===== config.mk =====
export PLATFORM = sky130hd
export DESIGN_NAME = sleep_wake_control
export DESIGN_NICKNAME = d
export VERILOG_FILES = /design/src/rtl/sleep_wake_pkg.sv /design/src/rtl/wake_source_gate.sv /design/src/rtl/sleep_wake_control.sv
export SDC_FILE = /design/constraint.sdc
export NUM_CORES = 1
export LEC_CHECK = 0
export BUFFER_PORTS_ARGS = -buffer_cell sky130_fd_sc_hd__buf_2
export CAP_MARGIN = 40
export CORE_UTILIZATION = 49
export CTS_BUF_LIST = sky130_fd_sc_hd__clkbuf_4 sky130_fd_sc_hd__clkbuf_8
export DETAILED_ROUTE_END_ITERATION = 8
export PLACE_DENSITY = 0.81
export SYNTH_ARGS = -nofsm -noshare
export SYNTH_HDL_FRONTEND = slang
export SYNTH_SLANG_ARGS = --single-unit

===== constraint.sdc =====
create_clock -name clk_sys -period 2.12 [get_ports clk_sys]
set_clock_uncertainty 0.1 [all_clocks]
set_input_delay 0.212 -clock clk_sys [delete_from_list [all_inputs] [get_ports clk_sys]]
set_output_delay 0.212 -clock clk_sys [all_outputs]
set_load 0.005 [all_outputs]

===== src/rtl/sleep_wake_pkg.sv =====
// constants for the sleep and wake controller
// assumes a single 125 MHz system clock
package sleep_wake_pkg;
    localparam int unsigned CLK_PERIOD_NS = 8;
    // oscillator periods of start-up delay
    localparam int unsigned OSC_STARTUP_PERIODS = 1024;
    // one oscillator period is one system clock here
    localparam int unsigned OSC_STARTUP_CYCLES = OSC_STARTUP_PERIODS;
    localparam int unsigned OST_W = 11;
    localparam logic [13:0] INT_VECTOR = 14'h0004;
    localparam int unsigned NUM_SRC = 6;
    // source index within the wake vector
    localparam int unsigned SRC_TMR1 = 0;
    localparam int unsigned SRC_CAPTURE = 1;
    localparam int unsigned SRC_ADC = 2;
    localparam int unsigned SRC_CMP = 3;
    localparam int unsigned SRC_IOC = 4;
    localparam int unsigned SRC_INT_PIN = 5;
    localparam logic PD_RESET = 1'b1;
    localparam logic TO_RESET = 1'b1;
    // oscillator mode encodings
    localparam logic [2:0] OSC_LP = 3'h0;
    localparam logic [2:0] OSC_XT = 3'h1;
    localparam logic [2:0] OSC_HS = 3'h2;
    localparam logic [2:0] OSC_EC = 3'h3;
    localparam logic [2:0] OSC_INT = 3'h4;
    localparam logic [2:0] OSC_RC = 3'h5;
    typedef enum logic [1:0] {ST_RUN, ST_SLEEP, ST_STARTUP, ST_RESUME} state_t;
endpackage


===== src/rtl/wake_source_gate.sv =====
// gates peripheral interrupt flags into one wake request
// assumes flags and enables come from the system clock domain
`timescale 1ns/1ps
module wake_source_gate
    import sleep_wake_pkg::*;
(
    // source flags and enables
    input wire logic [NUM_SRC-1:0] int_flag,
    input wire logic [NUM_SRC-1:0] int_enable,
    // timer1 counting asynchronously
    input wire logic tmr1_async,
    // adc clocked from its rc clock
    input wire logic adc_rc_clock,
    // gated result
    output logic wake_req
);
    logic [NUM_SRC-1:0] qual;
    always_comb begin
        qual = int_flag & int_enable; // RL12
        // clocked peripherals cannot wake
        qual[SRC_TMR1] = qual[SRC_TMR1] & tmr1_async; // RL9 RL10
        qual[SRC_ADC] = qual[SRC_ADC] & adc_rc_clock; // RL9 RL10
        wake_req = |qual; // RL22
    end
endmodule


===== src/rtl/sleep_wake_control.sv =====
// sleep entry, wake-up and status flags for a small 8-bit core
// assumes the core pulses sleep_instr and watchdog_clear_instr for one clock,
// and that the watchdog counter obeys wdt_clear
// Operation
// RL1: sleep clears watchdog, watchdog keeps running
// RL2: sleep clears power-down flag, sets time-out
// RL3: oscillator driver off during sleep
// RL4: io drive state held during sleep
// RL5: watchdog reset internal, never drives reset pin
// RL6: wake on pin reset, watchdog, interrupt
// RL7: pin reset resets; others continue
// RL8: watchdog wake clears time-out flag
// RL9: only six peripheral sources can wake
// RL10: clocked peripherals cannot interrupt in sleep
// RL11: next instruction prefetched during sleep
// RL12: individual enable needed, global enable ignored
// RL13: global enable picks inline or vector 0004h
// RL14: pending flag before sleep makes it nop; the code does so only with global enable clear
// RL15: flag during sleep wakes, sleep counts
// RL16: every wake clears watchdog count
// RL17: software checks power-down flag, clears watchdog
// RL18: software puts nop after sleep
// RL19: crystal modes wait 1024 periods on wake
// RL20: clear instr and sleep clear watchdog
// RL21: watchdog resets when awake, wakes when asleep
// RL22: wake detection combinational on flags
`timescale 1ns/1ps
module sleep_wake_control
    import sleep_wake_pkg::*;
(
    // clock and reset
    input wire logic clk_sys,
    input wire logic sys_rst,
    // core requests
    input wire logic sleep_instr,
    input wire logic watchdog_clear_instr,
    input wire logic global_int_enable,
    input wire logic [2:0] osc_mode,
    // watchdog
    input wire logic wdt_enable,
    input wire logic wdt_timeout,
    // external reset pin, active low, asynchronous
    input wire logic external_reset_pin_n,
    // interrupt sources
    input wire logic [NUM_SRC-1:0] int_flag,
    input wire logic [NUM_SRC-1:0] int_enable,
    input wire logic tmr1_async,
    input wire logic adc_rc_clock,
    // io drive state from the core
    input wire logic [5:0] io_out_in,
    input wire logic [5:0] io_oe_in,
    // io drive state to the pads
    output logic [5:0] io_out,
    output logic [5:0] io_oe,
    // watchdog control
    output logic wdt_clear,
    output logic wdt_run,
    // clocks and core control
    output logic osc_drive_en,
    output logic core_clk_en,
    output logic prefetch_next,
    output logic device_reset,
    output logic reset_pin_drive_low,
    output logic resume_pulse,
    output logic vector_take,
    output logic [13:0] vector_addr,
    // status
    output logic power_down_flag,
    output logic timeout_flag,
    output logic asleep
);
    state_t state_r;
    logic pd_r;
    logic to_r;
    logic [OST_W-1:0] ost_r;
    logic [5:0] hold_out_r;
    logic [5:0] hold_oe_r;
    logic rst_s1_r;
    logic rst_s2_r;
    logic vec_r;
    logic res_r;
    logic dev_rst_r;
    logic wake_irq;
    logic pin_reset;
    logic wdt_wake;
    logic sleep_go;
    logic sleep_nop;
    logic crystal;
    logic wake_any;

    wake_source_gate u_gate (
        .int_flag(int_flag),
        .int_enable(int_enable),
        .tmr1_async(tmr1_async),
        .adc_rc_clock(adc_rc_clock),
        .wake_req(wake_irq)
    );

    // reset pin synchroniser
    always_ff @(posedge clk_sys) begin
        if (sys_rst) begin
            rst_s1_r <= 1'b1;
            rst_s2_r <= 1'b1;
        end else begin
            rst_s1_r <= external_reset_pin_n;
            rst_s2_r <= rst_s1_r;
        end
    end

    assign pin_reset = !rst_s2_r;
    assign wdt_wake = wdt_enable && wdt_timeout;
    assign crystal = (osc_mode == OSC_LP) || (osc_mode == OSC_XT) || (osc_mode == OSC_HS);
    // pending enabled flag with global enable clear turns sleep into nop
    assign sleep_nop = sleep_instr && !global_int_enable && wake_irq; // RL14
    assign sleep_go = sleep_instr && (state_r == ST_RUN) && !sleep_nop;
    assign wake_any = pin_reset || wdt_wake || wake_irq; // RL6 RL22

    always_ff @(posedge clk_sys) begin
        if (sys_rst) begin
            state_r <= ST_RUN;
        end else if (pin_reset) begin
            state_r <= ST_RUN; // RL7
        end else begin
            unique case (state_r)
                ST_RUN: begin
                    if (sleep_go) begin
                        state_r <= ST_SLEEP;
                    end
                end
                ST_SLEEP: begin
                    if (wdt_wake || wake_irq) begin // RL6 RL15
                        state_r <= crystal ? ST_STARTUP : ST_RESUME; // RL19
                    end
                end
                ST_STARTUP: begin
                    if (ost_r == OST_W'(OSC_STARTUP_CYCLES - 1)) begin // RL19
                        state_r <= ST_RESUME;
                    end
                end
                ST_RESUME: begin
                    state_r <= ST_RUN;
                end
            endcase
        end
    end

    // start-up delay counter
    always_ff @(posedge clk_sys) begin
        if (sys_rst) begin
            ost_r <= '0;
        end else if (state_r == ST_STARTUP) begin
            ost_r <= ost_r + OST_W'(1);
        end else begin
            ost_r <= '0;
        end
    end

    // status flags
    always_ff @(posedge clk_sys) begin
        if (sys_rst) begin
            pd_r <= PD_RESET; // RL2
            to_r <= TO_RESET;
        end else if (sleep_go) begin
            pd_r <= 1'b0; // RL2
            to_r <= 1'b1; // RL2
        end else if (state_r == ST_SLEEP && wdt_wake && !pin_reset) begin
            to_r <= 1'b0; // RL8
        end else if (state_r == ST_RUN && watchdog_clear_instr) begin
            pd_r <= 1'b1;
            to_r <= 1'b1;
        end else if (state_r == ST_RUN && wdt_wake) begin
            to_r <= 1'b0;
        end
    end

    // io hold latched at sleep entry
    always_ff @(posedge clk_sys) begin
        if (sys_rst) begin
            hold_out_r <= '0;
            hold_oe_r <= '0;
        end else if (sleep_go) begin
            hold_out_r <= io_out_in; // RL4
            hold_oe_r <= io_oe_in;
        end
    end

    // resume actions
    always_ff @(posedge clk_sys) begin
        if (sys_rst) begin
            vec_r <= 1'b0;
            res_r <= 1'b0;
            dev_rst_r <= 1'b0;
        end else begin
            res_r <= (state_r == ST_RESUME) && !pin_reset; // RL7
            vec_r <= (state_r == ST_RESUME) && !pin_reset && global_int_enable; // RL13
            // awake watchdog time-out resets, pin reset always resets
            dev_rst_r <= pin_reset || (state_r == ST_RUN && wdt_wake); // RL7 RL21
        end
    end

    assign io_out = (state_r == ST_RUN) ? io_out_in : hold_out_r; // RL4
    assign io_oe = (state_r == ST_RUN) ? io_oe_in : hold_oe_r; // RL4
    // sleep, watchdog-clear and every wake clear the count
    assign wdt_clear = sleep_go || (state_r == ST_RUN && watchdog_clear_instr)
        || (state_r == ST_SLEEP && wake_any) || (state_r == ST_STARTUP); // RL1 RL16 RL20
    assign wdt_run = wdt_enable; // RL1
    assign osc_drive_en = (state_r != ST_SLEEP); // RL3
    assign core_clk_en = (state_r == ST_RUN) || (state_r == ST_RESUME); // RL3 RL10
    assign prefetch_next = sleep_go; // RL11
    assign reset_pin_drive_low = 1'b0; // RL5
    assign device_reset = dev_rst_r;
    assign resume_pulse = res_r;
    assign vector_take = vec_r;
    assign vector_addr = INT_VECTOR; // RL13
    assign power_down_flag = pd_r;
    assign timeout_flag = to_r;
    assign asleep = (state_r == ST_SLEEP);
endmodule


==> results of run 1 <==
==> logic make-up (layout without fill, tap and decap cells) <==
kind of cell | after synthesis | after routing | share of synthesized area
AND/OR/NAND/NOR | 70 | 70 | 0.215
flip-flops | 32 | 32 | 0.362
buffers and inverters | 29 | 75 | 0.107
multiplexers | 26 | 26 | 0.155
AO/OA/AOI/OAI | 16 | 16 | 0.0706
XOR/XNOR | 9 | 9 | 0.0445
adder cells (fa/ha/maj) | 6 | 6 | 0.0424
other | 2 | 15 | 0.00424
==> placed cells by master, fill, tap and decap left out, drive strengths merged <==
master / instances
nor2: 14
xor2: 4
dlygate4sd3: 1
buf: 61
o21bai: 1
ha: 6
o211a: 1
dfxtp: 32
nand4: 2
conb: 15
a2111o: 1
a31oi: 2
clkbuf: 6
and3: 3
o22ai: 1
and2: 1
a22oi: 2
xnor2: 5
a21oi: 2
mux2i: 14
o31a: 1
clkinv: 2
nor3: 1
nand3: 9
inv: 5
a22o: 1
mux2: 12
a211o: 1
and2b: 1
nor2b: 1
or2: 2
nand2: 10
o21ai: 2
nand2b: 26
o41ai: 1
==> per-stage QoR <==
step	total power [W]	worst slack (ns)	instance area, um2	utilization
after floorplan	0.00125	0.400	1820	-
after global placement	0.00145	0.338	2020	0.595
after detailed placement	0.00147	0.274	2020	0.595
after CTS	0.00186	0.0203	2100	0.618
after global routing	0.00201	0.0112	2110	0.622
final	0.00187	0.120	2110	0.622
==> synthesized netlist by cell type, types with 2 or more instances <==
cell type | number | area share
inv_1 | 5 | 0.011
xor2_1 | 4 | 0.020
dfxtp_1 | 32 | 0.36
or2_1 | 2 | 0.0071
and3_1 | 3 | 0.011
nand2b_1 | 26 | 0.092
a31oi_1 | 2 | 0.0071
o21ai_0 | 2 | 0.0056
nand3_2 | 2 | 0.011
ha_1 | 6 | 0.042
mux2_1 | 12 | 0.076
xnor2_1 | 5 | 0.025
buf_4 | 17 | 0.072
mux2i_1 | 14 | 0.079
nand2_1 | 10 | 0.021
nand4_1 | 2 | 0.0071
nor2_1 | 14 | 0.030
clkbuf_1 | 4 | 0.0085
conb_1 | 2 | 0.0042
nand3_1 | 7 | 0.020
buf_6 | 2 | 0.013
a22oi_1 | 2 | 0.0085
a21oi_1 | 2 | 0.0056
==> per-layer routing <==
layer,part of all wire,GRT usage
met1,0.46,0.216
met2,0.47,0.294
met3,0.042,0.0404
met4,0.027,0.105
met5,0,0
==> state kept, by name, summed over array words and instances (netlist names) <==
signal,cells
device_reset,1
hold_oe_r,6
hold_out_r,6
ost_r,11
power_down_flag,1
resume_pulse,1
rst_s1_r,1
rst_s2_r,1
state_r,2
timeout_flag,1
vector_take,1
==> how the worst max path moves through the flow <==
stage	end	cells past startpoint	slack, ns	start
6_report	io_out[0]	5	0.12	state_r[0]
5_1_grt	io_out[0]	5	0.01	state_r[0]
4_1_cts	io_out[0]	5	0.02	state_r[0]
3_5_place_dp	io_out[0]	5	0.27	state_r[0]
3_3_place_gp	io_out[2]	5	0.34	state_r[0]
2_1_floorplan	wdt_clear	6	0.40	state_r[0]
==> worst reg2reg max path, stage by stage (launching register included) <==
cell,delay (ns)
dfxtp_1,0.39
ha_1,0.22
nand3_2,0.12
o41ai_2,0.33
o31a_1,0.20
nand3_2,0.09
mux2i_1,0.18
==> power groups by stage <==
| stage | logic (W) | registers (W) | clock network [W] |
|---|---|---|---|
| global route | 0.000876 | 0.000721 | 0.000410 |
| finish | 0.000788 | 0.000711 | 0.000370 |
| detailed placement | 0.000744 | 0.000723 | 0 |
| CTS | 0.000769 | 0.000708 | 0.000379 |
| global placement | 0.000730 | 0.000719 | 0 |
| floorplan | 0.000540 | 0.000711 | 0 |
==> layout make-up <==
| cell class | instances | area [um2] | area share |
|---|---|---|---|
| repair buffers | 62 | 324 | 0.154 |
| clock inverters | 2 | 10.0 | 0.00475 |
| multi-input cells | 142 | 1000 | 0.476 |
| inverters | 5 | 18.8 | 0.00890 |
| well taps | 46 | 57.6 | 0.0273 |
| flip-flops and latches | 32 | 643 | 0.305 |
| clock buffers | 6 | 51.3 | 0.0243 |
==> what timing repair did <==
item,CTS,global route
hold endpoints to repair,1,0
gates resized for setup,2,3
pin swaps,0,0
endpoints found under the setup margin,12,12
hold buffers,1,0
cloned,0,0
==> qor.txt, run 1 <==
Routed length per instance -> 11.0 um
Hold Path Sink -> vector_take
Die W -> 62.1 um
Ratio of cells with drive above 1 in the final layout -> 0.309
Largest net degree at the start of global routing -> 32
Endpoints failing hold -> 0
CTS tree -> done
Htree depth -> 2
Area growth, synth to finish -> 19.0%
Required @ worst endpoint -> 1.81 ns
CP max stage cell -> dfxtp_2
DRC viols -> 0
Cells after synthesis -> 190
Total wire length -> 3250 um
Final Non-Filler Cells -> 295
Reg-to-Reg Start -> ost_r[0]
I/O Buffers -> 59
Hold path depth -> 2
Clock latency on the worst-skew pair -> 0.33 ns
Die Y-Extent -> 62.1 um
RSZ-0062 raised after global routing -> false
Sequential Power Share -> 0.380
DR vias -> 1407
Clock sinks -> 32
1st-pass router iterations -> 4
Startpoint types -> flip-flop
Period utilization -> 0.943
Core ar. -> 3390 um2
Combinational fraction of design power -> 0.422
Int Pwr -> 0.00124 W
CP delay by family, top -> buffers and inverters
CP Capture Type -> output pin
Clock share of power -> 0.198
Cell Rows -> 21
Mapped Area -> 1770 um2
Clk root buf -> clkbuf_4
Max Cap Viol -> 0
Die footprint -> 3860 um2
Synth Register Bits -> 32
# nets final -> 291
Post-route ant nets -> 0
P per Cell Area -> 887 nW/um2
Total grt overflow -> 0
Post-layout min period -> 2.00 ns
Crit path largest cell delay -> 0.37 ns
Vias in the first global route -> 1313
Placed cell count -> 286
Crit path kind -> flip-flop to output pin
CP cell instances -> inv_1 -> ha_4 -> buf_6 -> mux2_1 -> buf_2
Fillers -> 313
Worst hold margin -> 0.0328 ns
N_diodes -> 0
Net switching power -> 0.000635 W
Initial core utilization -> 0.523
Setup bufs post-CTS -> 0
Hold Crit Class -> input pin to flip-flop
Antenna violations before repair -> 0
DP HPWL -> 2450 um
Crit path DAT -> 1.69 ns
Syn_area_per_cell -> 9.32 um2
Pins Over Slew Limit -> 0
Max Fanout on Critical Path -> 12
Outcome -> finished, final reports clean
Clk slew on worst S/H paths -> 0.11 ns
R2r endpoint -> state_r[1]
Gp weighted congestion -> 0.735
First-pass GRT wire length -> 5550 um
DR vias/cell -> 4.77
Asr flop ratio synth -> 0
GRT Overall Usage -> 0.180
Cell count of the worst reg-to-reg path -> 6
Worst VDD drop -> 0.709 mV
Fmax -> 500 MHz
Switching part of the total power -> 0.339
YS warnings -> 0
Leakage power -> 0.953 nW
Max clock buf depth -> 2
Clock buffer count from CTS -> 5
Post-synth EDFFs -> 0
Total negative slack -> 0 ns
Reg2reg setup slack -> 0.43 ns
Hold Startpoint -> global_int_enable
Prevailing post-synth register cell -> dfxtp_1
Post-synthesis sequential area ratio -> 0.362
Starting DRT DRC Count -> 38
WP buf/inv -> 3
Ports -> 75
Number of library cell types mapped by synthesis -> 36
Final setup viols -> 0
(Power assumes the default switching activity.)
==> run 2: changes to the inputs <==
- CAP_MARGIN: 40 -> 0
- REMOVE_ABC_BUFFERS: default -> 1
==> qor.txt, run 2 (same netlist as run 1, synthesis figures left out) <==
Outcome -> finished, final reports clean
Met2 wire length -> 1520 um
1st-pass router iterations -> 4
Leakage power -> 0.951 nW
Clock buffer count from CTS -> 5
Die footprint -> 3860 um2
Cell Rows -> 21
Area growth, synth to finish -> 18.6%
DRC viols -> 0
Crit path DAT -> 1.69 ns
Top routing layer used -> met4
Die W -> 62.1 um
Antenna violations before repair -> 0
Routed wl met3 -> 186 um
P per Cell Area -> 879 nW/um2
Worst hold margin -> 0.0465 ns
First-pass GRT wire length -> 5310 um
CP Capture Type -> output pin
Required @ worst endpoint -> 1.81 ns
Total grt overflow -> 0
Htree depth -> 2
RSZ-0062 raised after global routing -> false
Clock sinks -> 32
Post-route ant nets -> 0
Core ar. -> 3390 um2
Die Y-Extent -> 62.1 um
Reg2reg setup slack -> 0.45 ns
Starting DRT DRC Count -> 42
Ratio of cells with drive above 1 in the final layout -> 0.305
CTS tree -> done
Period utilization -> 0.943
N_diodes -> 0
Final setup viols -> 0
Max Cap Viol -> 0
Gp weighted congestion -> 0.730
Worst VDD drop -> 0.453 mV
Most frequent cells in the layout -> 59 x buf_2, 31 x dfxtp_1, 26 x nand2b_1
Most common cell after layout, fill and taps aside -> buf_2
Max Fanout on Critical Path -> 15
Total negative slack -> 0 ns
Max clock buf depth -> 2
Routed length per instance -> 10.8 um
DR vias/cell -> 4.74
DR vias -> 1399
Total wire length -> 3200 um
Fmax -> 500 MHz
Top flop regs -> ost_r: 11 flops, hold_oe_r: 6 flops, hold_out_r: 6 flops
Pins Over Slew Limit -> 0
# nets final -> 291
I/O Buffers -> 59
Clk root buf -> clkbuf_4
Endpoints failing hold -> 0
Startpoint types -> flip-flop
Biggest register -> ost_r
DP HPWL -> 2390 um
Vias in the first global route -> 1229
Ports -> 75
GRT Overall Usage -> 0.174
Largest net degree at the start of global routing -> 32
Max reg flops -> 11
Wl on met1 -> 1470 um
Hold Crit Class -> input pin to flip-flop
Clk slew on worst S/H paths -> 0.10 ns
Post-layout min period -> 2.00 ns
Crit path kind -> flip-flop to output pin
Initial core utilization -> 0.523
Clock latency on the worst-skew pair -> 0.32 ns
[run 2: cell count changes in the layout (fill, tap and decap cells not counted), sizes merged]
cell,before,now
clkinv,2,0
clkbuf,6,8
[run 2: per-stage QoR]
step | worst slack, ns | cells | cell area, um2 | power [W] | util
floorplan | 0.0495 | 179 | 1650 | 0.00117 | -
global route | 0.0127 | 295 | 2100 | 0.00199 | 0.620
CTS | 0.0298 | 295 | 2100 | 0.00185 | 0.618
global placement | 0.397 | 286 | 2020 | 0.00145 | 0.595
finish | 0.121 | 295 | 2100 | 0.00185 | 0.620
detailed placement | 0.350 | 286 | 2020 | 0.00146 | 0.595
[run 2: critical path, cell delays in order (launching register included)]
cell,delay [ns]
dfxtp_1,0.35
inv_1,0.12
ha_2,0.23
buf_6,0.19
mux2_1,0.34
buf_2,0.13
[run 2: layer usage]
metal	global-route usage	up-vias
met4	0.0610	0
met2	0.282	39
met5	0	-
met3	0.0625	4
li1	-	722
met1	0.212	634
[run 2: layout make-up]
class                      instances  area [um2]
timing repair buffer              62         324
clock buffer                       8        66.3
fill                             318        1290
tap                               46        57.6
sequential                        32         642
multi-input combinational        142         993
inverter                           5        18.8
[run 2: worst paths after layout]
path,from,to,depth (start not counted)
max,state_r[1],io_out[3],5
min,io_out_in[2],hold_out_r[2],3
max reg2reg,state_r[1],timeout_flag,6
min reg2reg,rst_s1_r,rst_s2_r,1
[run 2: repair_timing]
item,CTS,global route
setup buffers,0,0
setup endpoints to repair,2,12
gates resized for setup,1,2
hold buffers,1,0
endpoints found under the hold margin,1,0
[run 2: where the power goes]
part / switching [W] / total [W] / internal [W]
clock: 0.000192 / 0.000381 / 0.000189
sequential: 0.0000436 / 0.000710 / 0.000666
combinational: 0.000366 / 0.000756 / 0.000390
total: 0.000602 / 0.00185 / 0.00125
==> run 3: changes to the inputs <==
- CELL_PAD_IN_SITES_DETAIL_PLACEMENT: default -> 0
- CELL_PAD_IN_SITES_GLOBAL_PLACEMENT: default -> 2
- CORE_UTILIZATION: 49 -> 28
==> qor.txt, run 3 (same netlist as run 1, synthesis figures left out) <==
Clock sinks -> 32
M1 GR Usage -> 0.138
Max Cap Viol -> 0
Htree depth -> 2
Clock share of power -> 0.247
Hold Crit Class -> input pin to flip-flop
Clock latency on the worst-skew pair -> 0.29 ns
Die Y-Extent -> 81.5 um
Biggest register -> ost_r
CP max stage cell -> dfxtp_1
Outcome -> finished, final reports clean
Net switching power -> 0.000675 W
Total negative slack -> 0 ns
Area growth, synth to finish -> 22.5%
Top flop regs -> ost_r: 11 flops, hold_oe_r: 6 flops, hold_out_r: 6 flops
Max reg flops -> 11
RSZ-0062 raised after global routing -> false
CTS tree -> done
Cell count of the worst reg-to-reg path -> 6
I/O Buffers -> 59
Leakage power -> 0.953 nW
R2r endpoint -> state_r[0]
Setup bufs post-CTS -> 0
Initial core utilization -> 0.294
Gp weighted congestion -> 0.769
GR Layer Usage met2 -> 0.163
Reg-to-Reg Start -> ost_r[0]
Combinational fraction of design power -> 0.395
Period utilization -> 0.955
Max Fanout on Critical Path -> 12
DR vias -> 1367
DRC viols -> 0
Antenna violations before repair -> 0
Crit path kind -> flip-flop to output pin
Sequential Power Share -> 0.358
Hold Startpoint -> io_oe_in[0]
Hold path depth -> 3
Worst hold margin -> 0.0849 ns
Int Pwr -> 0.00130 W
GRT Overall Usage -> 0.108
Required @ worst endpoint -> 1.81 ns
CP cell instances -> inv_1 -> ha_4 -> buf_4 -> mux2_1 -> buf_2
Met3 Track Usage GR -> 0.0444
Routed length per instance -> 10.6 um
Switching part of the total power -> 0.342
Dpl cell area -> 2050 um2
Worst VDD drop -> 0.412 mV
Startpoint types -> flip-flop
CP Capture Type -> output pin
Total grt overflow -> 0
Finished Cell Area -> 2170 um2
1st-pass router iterations -> 4
Crit path largest cell delay -> 0.42 ns
Post-layout min period -> 2.02 ns
Die W -> 81.5 um
DP HPWL -> 2580 um
Ports -> 75
Starting DRT DRC Count -> 41
N_diodes -> 0
Clock buffer count from CTS -> 5
Max clock buf depth -> 2
Final setup viols -> 0
Largest net degree at the start of global routing -> 32
# nets final -> 291
Most frequent cells in the layout -> 59 x buf_2, 32 x dfxtp_1, 26 x nand2b_1
Hold Path Sink -> hold_oe_r[0]
Clk slew on worst S/H paths -> 0.08 ns
Endpoints failing hold -> 0
Ratio of cells with drive above 1 in the final layout -> 0.301
Pins Over Slew Limit -> 0
Core ar. -> 6030 um2
Most common cell after layout, fill and taps aside -> buf_2
Fmax -> 494 MHz
Vias in the first global route -> 1184
First-pass GRT wire length -> 5410 um
Most used routing layer -> met2
Cell Rows -> 28
P per Cell Area -> 910 nW/um2
Total wire length -> 3440 um
Die footprint -> 6650 um2
Clk root buf -> clkbuf_8
DR vias/cell -> 4.22
Reg2reg setup slack -> 0.40 ns
Crit path DAT -> 1.71 ns
Post-route ant nets -> 0
## run 3: worst max path at each step
stage | slack (ns) | startpoint | to
after floorplan | 0.05 | state_r[0] | wdt_clear
after global placement | 0.29 | state_r[0] | io_oe[4]
after detailed placement | 0.27 | state_r[0] | io_oe[4]
after CTS | 0.03 | state_r[0] | io_oe[4]
after global routing | 0.008 | state_r[0] | io_oe[4]
final | 0.1 | state_r[0] | io_oe[4]
## run 3: worst max-delay path: cells and delay by family (launching register included)
kind	cells	cell delay (ns)
mux	1	0.33
flops	1	0.42
buf+inv	3	0.45
fa+ha+maj	1	0.21
## run 3: final cells by class
| type | instances | area (um2) |
|---|---|---|
| Timing Repair Buffer | 62 | 320 |
| Clock inverter | 3 | 23.8 |
| Fill cell | 661 | 3860 |
| Clock buffer | 5 | 68.8 |
| Sequential cell | 32 | 641 |
| Multi-Input combinational cell | 142 | 1000 |
| Inverter | 5 | 18.8 |
| Tap cell | 75 | 93.8 |
## run 3: metal layers
layer  wire length [um]  share of wire
met5                  0              0
met4                 33         0.0096
met3                210          0.061
met2               1570           0.46
met1               1620           0.47
## run 3: power by group through the flow
stage / Clock, W / Sequential (W) / Combinational [W]
after floorplan: 0 / 0.000711 / 0.000464
after global placement: 0 / 0.000720 / 0.000762
after detailed placement: 0 / 0.000721 / 0.000757
after CTS: 0.000501 / 0.000707 / 0.000770
after global routing: 0.000529 / 0.000715 / 0.000865
final: 0.000487 / 0.000707 / 0.000781
## run 3: repair_timing
action	4_1_cts	5_1_grt
endpoints found under the setup margin	11	11
endpoints found under the hold margin	1	0
gates resized for setup	1	1
pin swaps	0	0
hold buffers	1	0
## run 3: metrics by stage
stage               cells   util  total power, W  setup WS (ns)
finish                324  0.360         0.00197         0.0958
floorplan             179      -         0.00117         0.0495
global placement      315  0.341         0.00148          0.289
CTS                   324  0.358         0.00198         0.0260
global route          324  0.360         0.00211        0.00779
detailed placement    315  0.341         0.00148          0.266
